`config.mk`:
```
export PLATFORM = sky130hd
export DESIGN_NAME = sradr_core
export DESIGN_NICKNAME = d
export VERILOG_FILES = /design/src/sradr_core.v /design/src/sradr_sync.v
export VERILOG_INCLUDE_DIRS = /design/src /design/src/src
export SDC_FILE = /design/constraint.sdc
export NUM_CORES = 2
export LEC_CHECK = 0
export BUFFER_PORTS_ARGS = -buffer_cell sky130_fd_sc_hd__buf_2
export CAP_MARGIN = 20
export CORE_MARGIN = 3
export CORE_UTILIZATION = 55
export DETAILED_ROUTE_END_ITERATION = 10
export GPL_TIMING_DRIVEN = 1
export HOLD_SLACK_MARGIN = 0.08
export PLACE_DENSITY = 0.71
export SYNTH_ARGS = -nofsm -noshare
export SYNTH_HDL_FRONTEND = slang
export SYNTH_HIERARCHICAL = 1
export SYNTH_SLANG_ARGS = --single-unit
```
`constraint.sdc`:
```
create_clock -name clk_in -period 3.9 [get_ports clk_in]
set_input_delay 0.585 -clock clk_in [delete_from_list [all_inputs] [get_ports clk_in]]
set_output_delay 0.585 -clock clk_in [all_outputs]
set_load 0.005 [all_outputs]
```
`src/sradr_defines.vh`:
```
`ifndef SRADR_DEFINES_VH
`define SRADR_DEFINES_VH

// Register addresses, seven bits: upper part [6:4], lower part [3:0]
`define SRADR_ADDR_W 7
`define SRADR_ADDR_SOFT_RST 7'h00
`define SRADR_ADDR_PRST_EN 7'h02
`define SRADR_ADDR_STRM_CTL 7'h03
`define SRADR_ADDR_PIN_CTL 7'h11
`define SRADR_ADDR_STATUS 7'h18
`define SRADR_ADDR_RES_H 7'h1A
`define SRADR_ADDR_RES_M 7'h1B
`define SRADR_ADDR_RES_L 7'h1C
`define SRADR_ADDR_TOP 7'h7F
`define SRADR_REG_COUNT 128

// Register reset value and key data values
`define SRADR_REG_RST 8'h00
`define SRADR_SOFT_RST_VAL 8'hC3
`define SRADR_PRST_ON_VAL 8'h01

// Field positions
`define SRADR_STRM_KIND_BIT 7
`define SRADR_STRM_SPAN_MSB 2
`define SRADR_STRM_SPAN_LSB 0
`define SRADR_PIN_SEL_MSB 3
`define SRADR_PIN_SEL_LSB 1
`define SRADR_GPIO6_RDY_BIT 4
`define SRADR_FRESH_BIT 6

// Instruction encodings
`define SRADR_INST_UA_WR 8'h10
`define SRADR_INST_UA_RD 8'h90
`define SRADR_SZ_ONE 2'h0
`define SRADR_SZ_STREAM 2'h3
`define SRADR_RW_BIT 7
`define SRADR_UA_RST 3'h0

// Pin drive schemes
`define SRADR_DRV_SHARED 3'h0
`define SRADR_DRV_FREE 3'h3
`define SRADR_DRV_GPIO6 3'h4

// Protocol reset run length of ones
`define SRADR_PRST_ONES 7'h49

// Timing
`define SRADR_CLK_PERIOD_NS 100
`define SRADR_READY_PULSE_NS 400

`endif

```
`src/sradr_core.v`:
```
`timescale 1ns/10ps
`include "sradr_defines.vh"
module sradr_core (
	// Clock and reset
	input wire clk_in,
	input wire resetn_in,
	// Serial link pins
	input wire chip_select_n_in,
	input wire sclk_in,
	input wire sdi_in,
	output reg sdo_out,
	output reg sdo_oe_out,
	output reg gpio6_out,
	output reg gpio6_oe_out,
	// Converter side
	input wire [23:0] result_in,
	input wire result_valid_in
);
	localparam ST_INST = 2'h0;
	localparam ST_UAB = 2'h1;
	localparam ST_DATA = 2'h2;
	localparam PULSE_CYC = (`SRADR_READY_PULSE_NS + `SRADR_CLK_PERIOD_NS - 1)
		/ `SRADR_CLK_PERIOD_NS;
	localparam [3:0] PULSE_LOAD = PULSE_CYC[3:0];

	wire [2:0] pins_s;
	wire cs_n_s;
	wire sclk_s;
	wire sdi_s;
	reg sclk_prev_q;

	sradr_sync #(.W(3)) u_sync (
		.clk_in(clk_in),
		.resetn_in(resetn_in),
		.async_in({chip_select_n_in, sclk_in, sdi_in}),
		.sync_out(pins_s)
	);
	assign cs_n_s = pins_s[2];
	assign sclk_s = pins_s[1];
	assign sdi_s = pins_s[0];

	wire sel = ~cs_n_s;
	wire rise = sel & sclk_s & ~sclk_prev_q;
	wire fall = sel & ~sclk_s & sclk_prev_q;

	// Protocol state
	reg [1:0] state_q;
	reg [2:0] bit_cnt_q;
	reg [7:0] rx_q;
	reg [7:0] tx_q;
	reg sdo_bit_q;
	reg reading_q;
	reg ua_read_q;
	reg [2:0] upper_addr_q;
	reg [6:0] cur_addr_q;
	reg [6:0] start_addr_q;
	reg [2:0] span_cnt_q;
	reg stream_q;
	reg stream_ctl_q;
	reg [1:0] left_q;
	reg [6:0] ones_cnt_q;
	reg snap_hold_q;
	reg [23:0] snap_q;
	reg lsb_evt_q;
	reg fresh_clr_q;
	reg wr_req_q;
	reg [6:0] wr_addr_q;
	reg [7:0] wr_data_q;

	// Register storage and result side
	reg [7:0] regs_q [0:`SRADR_REG_COUNT-1];
	reg [23:0] result_q;
	reg fresh_n_q;
	reg data_ready_n_q;
	reg [3:0] pulse_cnt_q;

	wire [7:0] rx_d = {rx_q[6:0], sdi_s};
	wire [7:0] strm_ctl = regs_q[`SRADR_ADDR_STRM_CTL];
	wire [7:0] pin_ctl = regs_q[`SRADR_ADDR_PIN_CTL];
	wire stream_kind = strm_ctl[`SRADR_STRM_KIND_BIT];
	wire [2:0] stream_span = strm_ctl[`SRADR_STRM_SPAN_MSB:`SRADR_STRM_SPAN_LSB];
	wire [2:0] pin_drive_select = pin_ctl[`SRADR_PIN_SEL_MSB:`SRADR_PIN_SEL_LSB];
	wire ready_on_gpio6 = pin_ctl[`SRADR_GPIO6_RDY_BIT];
	wire prst_en = (regs_q[`SRADR_ADDR_PRST_EN] == `SRADR_PRST_ON_VAL);
	wire prst_fire = prst_en & rise & sdi_s
		& (ones_cnt_q >= (`SRADR_PRST_ONES - 7'h01));

	// Address step: wrap to start in controlled mode, 7-bit roll-over otherwise
	wire span_end = stream_ctl_q & (span_cnt_q == stream_span);
	wire [6:0] adv_addr = span_end ? start_addr_q : cur_addr_q + 7'h01;
	wire [6:0] first_addr = {upper_addr_q, rx_d[3:0]};
	wire [6:0] lk_addr = (state_q == ST_INST) ? first_addr : adv_addr;
	wire read_only = (wr_addr_q == `SRADR_ADDR_STATUS)
		| (wr_addr_q == `SRADR_ADDR_RES_H)
		| (wr_addr_q == `SRADR_ADDR_RES_M)
		| (wr_addr_q == `SRADR_ADDR_RES_L);
	wire soft_rst = wr_req_q & (wr_addr_q == `SRADR_ADDR_SOFT_RST)
		& (wr_data_q == `SRADR_SOFT_RST_VAL);

	reg [7:0] lk_data;
	always @* begin
		if (lk_addr == `SRADR_ADDR_RES_H) begin
			lk_data = result_q[23:16];
		end else if (lk_addr == `SRADR_ADDR_RES_M) begin
			lk_data = snap_hold_q ? snap_q[15:8] : result_q[15:8];
		end else if (lk_addr == `SRADR_ADDR_RES_L) begin
			lk_data = snap_hold_q ? snap_q[7:0] : result_q[7:0];
		end else if (lk_addr == `SRADR_ADDR_STATUS) begin
			lk_data = 8'h00;
			lk_data[`SRADR_FRESH_BIT] = fresh_n_q;
		end else begin
			lk_data = regs_q[lk_addr];
		end
	end

	// Serial protocol engine on sampled link clock edges
	always @(posedge clk_in) begin
		if (!resetn_in) begin
			sclk_prev_q <= 1'b1;
			state_q <= ST_INST;
			bit_cnt_q <= 3'h0;
			rx_q <= 8'h00;
			tx_q <= 8'h00;
			sdo_bit_q <= 1'b1;
			reading_q <= 1'b0;
			ua_read_q <= 1'b0;
			upper_addr_q <= `SRADR_UA_RST;
			cur_addr_q <= 7'h00;
			start_addr_q <= 7'h00;
			span_cnt_q <= 3'h0;
			stream_q <= 1'b0;
			stream_ctl_q <= 1'b0;
			left_q <= 2'h0;
			ones_cnt_q <= 7'h00;
			snap_hold_q <= 1'b0;
			snap_q <= 24'h000000;
			lsb_evt_q <= 1'b0;
			fresh_clr_q <= 1'b0;
			wr_req_q <= 1'b0;
			wr_addr_q <= 7'h00;
			wr_data_q <= 8'h00;
		end else begin
			sclk_prev_q <= sclk_s;
			lsb_evt_q <= 1'b0;
			fresh_clr_q <= 1'b0;
			wr_req_q <= 1'b0;
			if (!sel) begin
				// Deselect ends any transaction
				state_q <= ST_INST;
				bit_cnt_q <= 3'h0;
				reading_q <= 1'b0;
				snap_hold_q <= 1'b0;
				// Deselect breaks a run of ones
				ones_cnt_q <= 7'h00;
				sdo_bit_q <= 1'b1;
			end else if (rise) begin
				if (sdi_s && ones_cnt_q != `SRADR_PRST_ONES) begin
					ones_cnt_q <= ones_cnt_q + 7'h01;
				end else if (!sdi_s) begin
					ones_cnt_q <= 7'h00;
				end
				rx_q <= rx_d;
				bit_cnt_q <= bit_cnt_q + 3'h1;
				if (prst_fire) begin
					// Hold at instruction start until a zero opens a write
					state_q <= ST_INST;
					bit_cnt_q <= 3'h0;
					reading_q <= 1'b0;
					upper_addr_q <= `SRADR_UA_RST;
				end else if (bit_cnt_q == 3'h7) begin
					case (state_q)
					ST_INST: begin
						if (rx_d == `SRADR_INST_UA_WR) begin
							state_q <= ST_UAB;
							ua_read_q <= 1'b0;
						end else if (rx_d == `SRADR_INST_UA_RD) begin
							state_q <= ST_UAB;
							ua_read_q <= 1'b1;
							reading_q <= 1'b1;
							tx_q <= {5'h00, upper_addr_q};
						end else begin
							state_q <= ST_DATA;
							cur_addr_q <= first_addr;
							start_addr_q <= first_addr;
							span_cnt_q <= 3'h0;
							stream_q <= (rx_d[6:5] == `SRADR_SZ_STREAM);
							stream_ctl_q <= (rx_d[6:5] == `SRADR_SZ_STREAM) & stream_kind;
							left_q <= (rx_d[6:5] == `SRADR_SZ_ONE) ? 2'h1 : 2'h2;
							reading_q <= rx_d[`SRADR_RW_BIT];
							tx_q <= lk_data;
							if (rx_d[`SRADR_RW_BIT] && first_addr == `SRADR_ADDR_RES_H) begin
								snap_q <= result_q;
								snap_hold_q <= 1'b1;
							end
						end
					end
					ST_UAB: begin
						if (!ua_read_q) begin
							upper_addr_q <= rx_d[2:0];
						end
						state_q <= ST_INST;
						reading_q <= 1'b0;
					end
					default: begin
						if (!reading_q) begin
							wr_req_q <= 1'b1;
							wr_addr_q <= cur_addr_q;
							wr_data_q <= rx_d;
						end else if (cur_addr_q == `SRADR_ADDR_RES_L) begin
							lsb_evt_q <= 1'b1;
						end
						if (!stream_q && left_q == 2'h1) begin
							state_q <= ST_INST;
							reading_q <= 1'b0;
						end else begin
							left_q <= left_q - 2'h1;
							cur_addr_q <= adv_addr;
							span_cnt_q <= span_end ? 3'h0 : span_cnt_q + 3'h1;
							if (reading_q) begin
								tx_q <= lk_data;
								if (adv_addr == `SRADR_ADDR_RES_H) begin
									snap_q <= result_q;
									snap_hold_q <= 1'b1;
								end
							end
						end
					end
					endcase
				end
			end else if (fall && reading_q) begin
				sdo_bit_q <= tx_q[7];
				tx_q <= {tx_q[6:0], 1'b0};
				if (state_q == ST_DATA && bit_cnt_q == 3'h0
					&& cur_addr_q == `SRADR_ADDR_RES_H) begin
					fresh_clr_q <= 1'b1;
				end
			end
		end
	end

	// Register storage; protocol reset never touches it
	integer k;
	always @(posedge clk_in) begin
		if (!resetn_in || soft_rst) begin
			for (k = 0; k < `SRADR_REG_COUNT; k = k + 1) begin
				regs_q[k] <= `SRADR_REG_RST;
			end
		end else if (wr_req_q && !read_only) begin
			regs_q[wr_addr_q] <= wr_data_q;
		end
	end

	// Result holding, fresh flag and data ready timing
	always @(posedge clk_in) begin
		if (!resetn_in) begin
			result_q <= 24'h000000;
			fresh_n_q <= 1'b1;
			data_ready_n_q <= 1'b1;
			pulse_cnt_q <= 4'h0;
		end else begin
			if (result_valid_in) begin
				result_q <= result_in;
				fresh_n_q <= 1'b0;
			end else if (fresh_clr_q) begin
				fresh_n_q <= 1'b1;
			end
			if (result_valid_in) begin
				if (!data_ready_n_q && !snap_hold_q) begin
					data_ready_n_q <= 1'b1;
					pulse_cnt_q <= PULSE_LOAD;
				end else begin
					data_ready_n_q <= 1'b0;
					pulse_cnt_q <= 4'h0;
				end
			end else if (pulse_cnt_q != 4'h0) begin
				pulse_cnt_q <= pulse_cnt_q - 4'h1;
				if (pulse_cnt_q == 4'h1) begin
					data_ready_n_q <= 1'b0;
				end
			end else if (lsb_evt_q) begin
				data_ready_n_q <= 1'b1;
			end
		end
	end

	// Pin drive schemes
	reg sdo_d;
	reg sdo_oe_d;
	reg gpio6_d;
	reg gpio6_oe_d;
	always @* begin
		sdo_d = (sel && reading_q) ? sdo_bit_q : data_ready_n_q;
		sdo_oe_d = sel;
		gpio6_d = 1'b1;
		gpio6_oe_d = 1'b0;
		if (pin_drive_select == `SRADR_DRV_FREE) begin
			sdo_oe_d = 1'b1;
		end else if (pin_drive_select == `SRADR_DRV_GPIO6 && ready_on_gpio6) begin
			sdo_d = reading_q ? sdo_bit_q : 1'b1;
			gpio6_d = data_ready_n_q;
			gpio6_oe_d = 1'b1;
		end
	end

	always @(posedge clk_in) begin
		if (!resetn_in) begin
			sdo_out <= 1'b1;
			sdo_oe_out <= 1'b0;
			gpio6_out <= 1'b1;
			gpio6_oe_out <= 1'b0;
		end else begin
			sdo_out <= sdo_d;
			sdo_oe_out <= sdo_oe_d;
			gpio6_out <= gpio6_d;
			gpio6_oe_out <= gpio6_oe_d;
		end
	end
endmodule

```
`src/sradr_sync.v`:
```
`timescale 1ns/10ps
module sradr_sync #(
	parameter W = 3
) (
	// Clock and reset
	input wire clk_in,
	input wire resetn_in,
	// Asynchronous inputs and synchronised outputs
	input wire [W-1:0] async_in,
	output wire [W-1:0] sync_out
);
	genvar i;
	generate
		for (i = 0; i < W; i = i + 1) begin : g_bit
			reg meta_q;
			reg stable_q;
			always @(posedge clk_in) begin
				if (!resetn_in) begin
					meta_q <= 1'b1;
					stable_q <= 1'b1;
				end else begin
					meta_q <= async_in[i];
					stable_q <= meta_q;
				end
			end
			assign sync_out[i] = stable_q;
		end
	endgenerate
endmodule

```
==> impl_metrics.prom <==
# TYPE chip_impl_metric gauge
chip_impl_metric{name="clock_tree.htree_level_count",unit=""} 3
chip_impl_metric{name="pin_count",unit=""} 34
chip_impl_metric{name="parity_gate_share_of_the_synthesized_area_counting_xor_and_xnor_cells",unit="%"} 0.272
chip_impl_metric{name="critPathRequiredTime",unit="ns"} 4.49
chip_impl_metric{name="total_number_of_placement_rows",unit=""} 115
chip_impl_metric{name="dieArea",unit="µm²"} 103000
chip_impl_metric{name="ir_drop",unit="mV"} 0.334
chip_impl_info{name="status",value="finished with violations"} 1
chip_impl_metric{name="placement.setup.worst_slack",unit="ns"} -0.486
chip_impl_metric{name="finalNetCount",unit=""} 5277
chip_impl_metric{name="drt_first_pass_iters",unit=""} 8
chip_impl_metric{name="grt_total_usage",unit="%"} 31.7
chip_impl_metric{name="stdcell_area",unit="µm²"} 61400
chip_impl_metric{name="detail_route.vias_per_cell",unit=""} 6.17
chip_impl_metric{name="synth_compound_gate_area_share",unit="%"} 6.32
chip_impl_metric{name="cts_sinks",unit=""} 1152
chip_impl_info{name="critPathCaptureType",value="flip-flop"} 1
chip_impl_info{name="synth_top_area_cells",value="edfxtp_1 56%, and2_1 11%, nand2_1 6.7%"} 1
chip_impl_info{name="timing_worst_setup_path_type",value="flip-flop to flip-flop"} 1
chip_impl_metric{name="ant_nets",unit=""} 0
chip_impl_metric{name="wirelength",unit="µm"} 167000
chip_impl_info{name="synthMostInstantiatedCell",value="edfxtp_1"} 1
chip_impl_metric{name="synth_edf_count",unit=""} 1022
chip_impl_info{name="synth.cells.most_frequent",value="1022 x edfxtp_1, 971 x nand2_1, 925 x and2_1"} 1
chip_impl_metric{name="final_cells",unit=""} 6617
chip_impl_metric{name="drt-wirelength-per-cell",unit="µm"} 25.2
chip_impl_metric{name="critical_path_peak_fanout",unit=""} 47
chip_impl_metric{name="dpl_cell_area",unit="µm²"} 57300
chip_impl_metric{name="antenna_found_initial",unit=""} 4
chip_impl_metric{name="post_synth.cell_area_avg",unit="µm²"} 10.6
chip_impl_metric{name="grt_max_degree",unit=""} 128
chip_impl_metric{name="setup_total_neg_slack",unit="ns"} -0.0307
chip_impl_metric{name="p_leak",unit="nW"} 23.2
chip_impl_metric{name="timing.max_slew.rel_slack",unit="%"} 25.0
chip_impl_metric{name="cts_buffer_depth",unit=""} 3
chip_impl_metric{name="numCtsBuffers",unit=""} 119
chip_impl_metric{name="grt_pass1_vias",unit=""} 38800
chip_impl_info{name="min-delay-path-class",value="input pin to flip-flop"} 1
chip_impl_metric{name="core",unit="µm²"} 98600
chip_impl_info{name="synth_flop_cell",value="edfxtp_1"} 1
chip_impl_metric{name="hold_viol_final",unit=""} 0
chip_impl_metric{name="cellPowerDensity",unit="nW/µm²"} 420
chip_impl_metric{name="dp.cells",unit=""} 6335
chip_impl_metric{name="initial_utilization",unit="%"} 55.6
chip_impl_metric{name="clk_pin_slew",unit="ns"} 0.06
chip_impl_metric{name="overflow",unit=""} 0
chip_impl_metric{name="detailedRoute.firstIterationViolations",unit=""} 5715
chip_impl_metric{name="worstMarginPinSlew",unit="ns"} 1.12
chip_impl_metric{name="yosys.area.top_type_share",unit="%"} 56.0
chip_impl_metric{name="worst_ep_arrival_time",unit="ns"} 4.52
chip_impl_metric{name="totalPowerFinal",unit="mW"} 25.8
chip_impl_metric{name="drv_slew",unit=""} 0
chip_impl_metric{name="worst_clock_skew",unit="ns"} 0.0301
chip_impl_metric{name="die-width",unit="µm"} 322
chip_impl_metric{name="timing.final.crit_period",unit="ns"} 3.93
chip_impl_info{name="grt_setup_unrepaired",value="yes"} 1
chip_impl_metric{name="io_buffer_count",unit=""} 33
chip_impl_metric{name="synth-simple-area-share",unit="%"} 25.8
chip_impl_metric{name="post_synth_num_cell_types",unit=""} 84
chip_impl_info{name="violations",value="setup timing"} 1
chip_impl_metric{name="drc_errors",unit=""} 0
chip_impl_metric{name="synthCells",unit=""} 5152
chip_impl_metric{name="place.gp.congestion",unit=""} 0.957
chip_impl_metric{name="wire_length_of_the_first_global_routing_pass",unit="µm"} 246000
chip_impl_metric{name="period_share",unit="%"} 101
chip_impl_metric{name="dieHeight",unit="µm"} 322
chip_impl_metric{name="antenna_cells_inserted",unit=""} 0
chip_impl_metric{name="yosys_synthesis_warning_count",unit=""} 6
chip_impl_metric{name="area_growth",unit="%"} 12.1
chip_impl_info{name="worst_setup_path_start_kind",value="flip-flop"} 1
chip_impl_metric{name="timing.max_cap.violations",unit=""} 0
chip_impl_metric{name="number_of_synthesized_register_bits",unit=""} 1152
chip_impl_metric{name="async_reset_ff_share",unit="%"} 0
chip_impl_info{name="synth_largest_area_cell",value="edfxtp_1"} 1
chip_impl_metric{name="drive_gt1_share",unit="%"} 10.8
chip_impl_metric{name="clk-insertion-delay-late",unit="ns"} 0.72
chip_impl_metric{name="place.detailed.hpwl",unit="µm"} 103000
chip_impl_info{name="cts_root_buffer",value="clkbuf_16"} 1
chip_impl_info{name="cts_tree",value="yes"} 1
chip_impl_metric{name="vias",unit=""} 40800
chip_impl_metric{name="post_synth_mux_area_share",unit="%"} 3.02
chip_impl_metric{name="setup-violations-final",unit=""} 1
chip_impl_metric{name="yosysSeqAreaShare",unit="%"} 60.8
chip_impl_info{name="dominant_combinational_cell_family_by_area_after_synthesis",value="simple AND/OR/NAND/NOR gates"} 1
chip_impl_metric{name="synth_fa_ha_area_share",unit="%"} 0.297
chip_impl_metric{name="maxClockFrequency",unit="MHz"} 254
chip_impl_metric{name="setup_ws",unit="ns"} -0.0307
chip_impl_metric{name="synth_area",unit="µm²"} 54800
[stage by stage]
stage          hold slack (ns)  utilization [%]
2_1_floorplan            0.386                -
3_3_place_gp             0.406             58.0
3_5_place_dp             0.400             58.1
4_1_cts                 0.0807             61.9
5_1_grt                 0.0973             62.3
6_report                0.0998             62.3
[flip-flops by register name, indices dropped and copies added, names as in the netlist, 8 cells and up]
signal and count:
result_q 24, tx_q 8, snap_q 16, regs_q 1022, wr_data_q 8
[metal layers]
metal	vias to the layer above	GRT usage [%]	wire length [µm]
li1	18200	-	-
met1	19800	44.5	65700
met2	2419	48.5	74700
met3	422	6.18	19000
met4	4	13.5	7550
met5	-	0	26
[worst max-delay path: stages (launching register included)]
cell and delay, ns:
edfxtp_1 0.49, xnor2_2 0.26, a41oi_1 0.27, o31ai_4 0.47, buf_12 0.34, buf_4 0.25
a21oi_1 0.05, o21ai_0 0.72, nand4_1 0.41, nand4_1 0.38, a31oi_1 0.12
[cell families (layout without fill, tap and decap cells)]
logic type	count (synthesis)	after routing
and+or+nand+nor	2820	2820
DFF	1152	1152
AOI/OAI and AO/OA	547	547
buffers and inverters	437	586
muxes	165	165
xor gates and xnor gates	17	17
adders and majority gates	13	13
other	1	30
[power by group]
group          switching, mW  internal [mW]  leakage, nW
combinational          0.723          0.332         9.82
clock                   4.78           6.06         1.79
sequential             0.144           13.8         11.6
total                   5.65           20.2         23.2
[cell type report]
cell class | count | area [µm²]
inverters | 18 | 67.6
repair buffers | 351 | 2900
clock inverters | 60 | 399
multi-input cells | 3592 | 19900
well taps | 1287 | 1610
fillers | 7748 | 37100
flip-flops and latches | 1152 | 33300
clock buffers | 157 | 3240
[cells in the final DEF, fill, tap and decap left out, drive strengths merged, types with 13 or more instances in the layout]
master  netlist  routed
a211oi       20      20
a21oi       135     135
a22oi        13      13
a311oi       50      50
a31oi        48      48
and2        926     926
and3        133     133
buf         199     324
clkbuf      220     181
clkinv        0      50
conb          1      30
dfxtp       130     130
edfxtp     1022    1022
ha           13      13
inv          18      21
mux2i       162     162
nand2       972     972
nand2b       24      24
nand3       390     390
nand4        42      42
nor2        250     250
nor3         26      26
nor4         15      15
o21ai       177     177
[worst paths after layout]
path / start / end / slack, ns / cells past startpoint
max reg2reg: regs_q[3][2] / tx_q[3] / -0.03 / 10
min reg2reg: u_sync/g_bit[0].meta_q / u_sync/g_bit[0].stable_q / 0.42 / 1
min: sclk_in / u_sync/g_bit[1].meta_q / 0.1 / 2
max: regs_q[3][2] / tx_q[3] / -0.03 / 10
[repair_timing]
action,CTS,global route
resized for setup,6,18
pin swaps,0,6
cloned,0,1
endpoints found under the setup margin,4,8
setup buffers,0,2
hold buffers,3,0
endpoints found under the hold margin,3,0
Power figures use the tool's default switching activity.
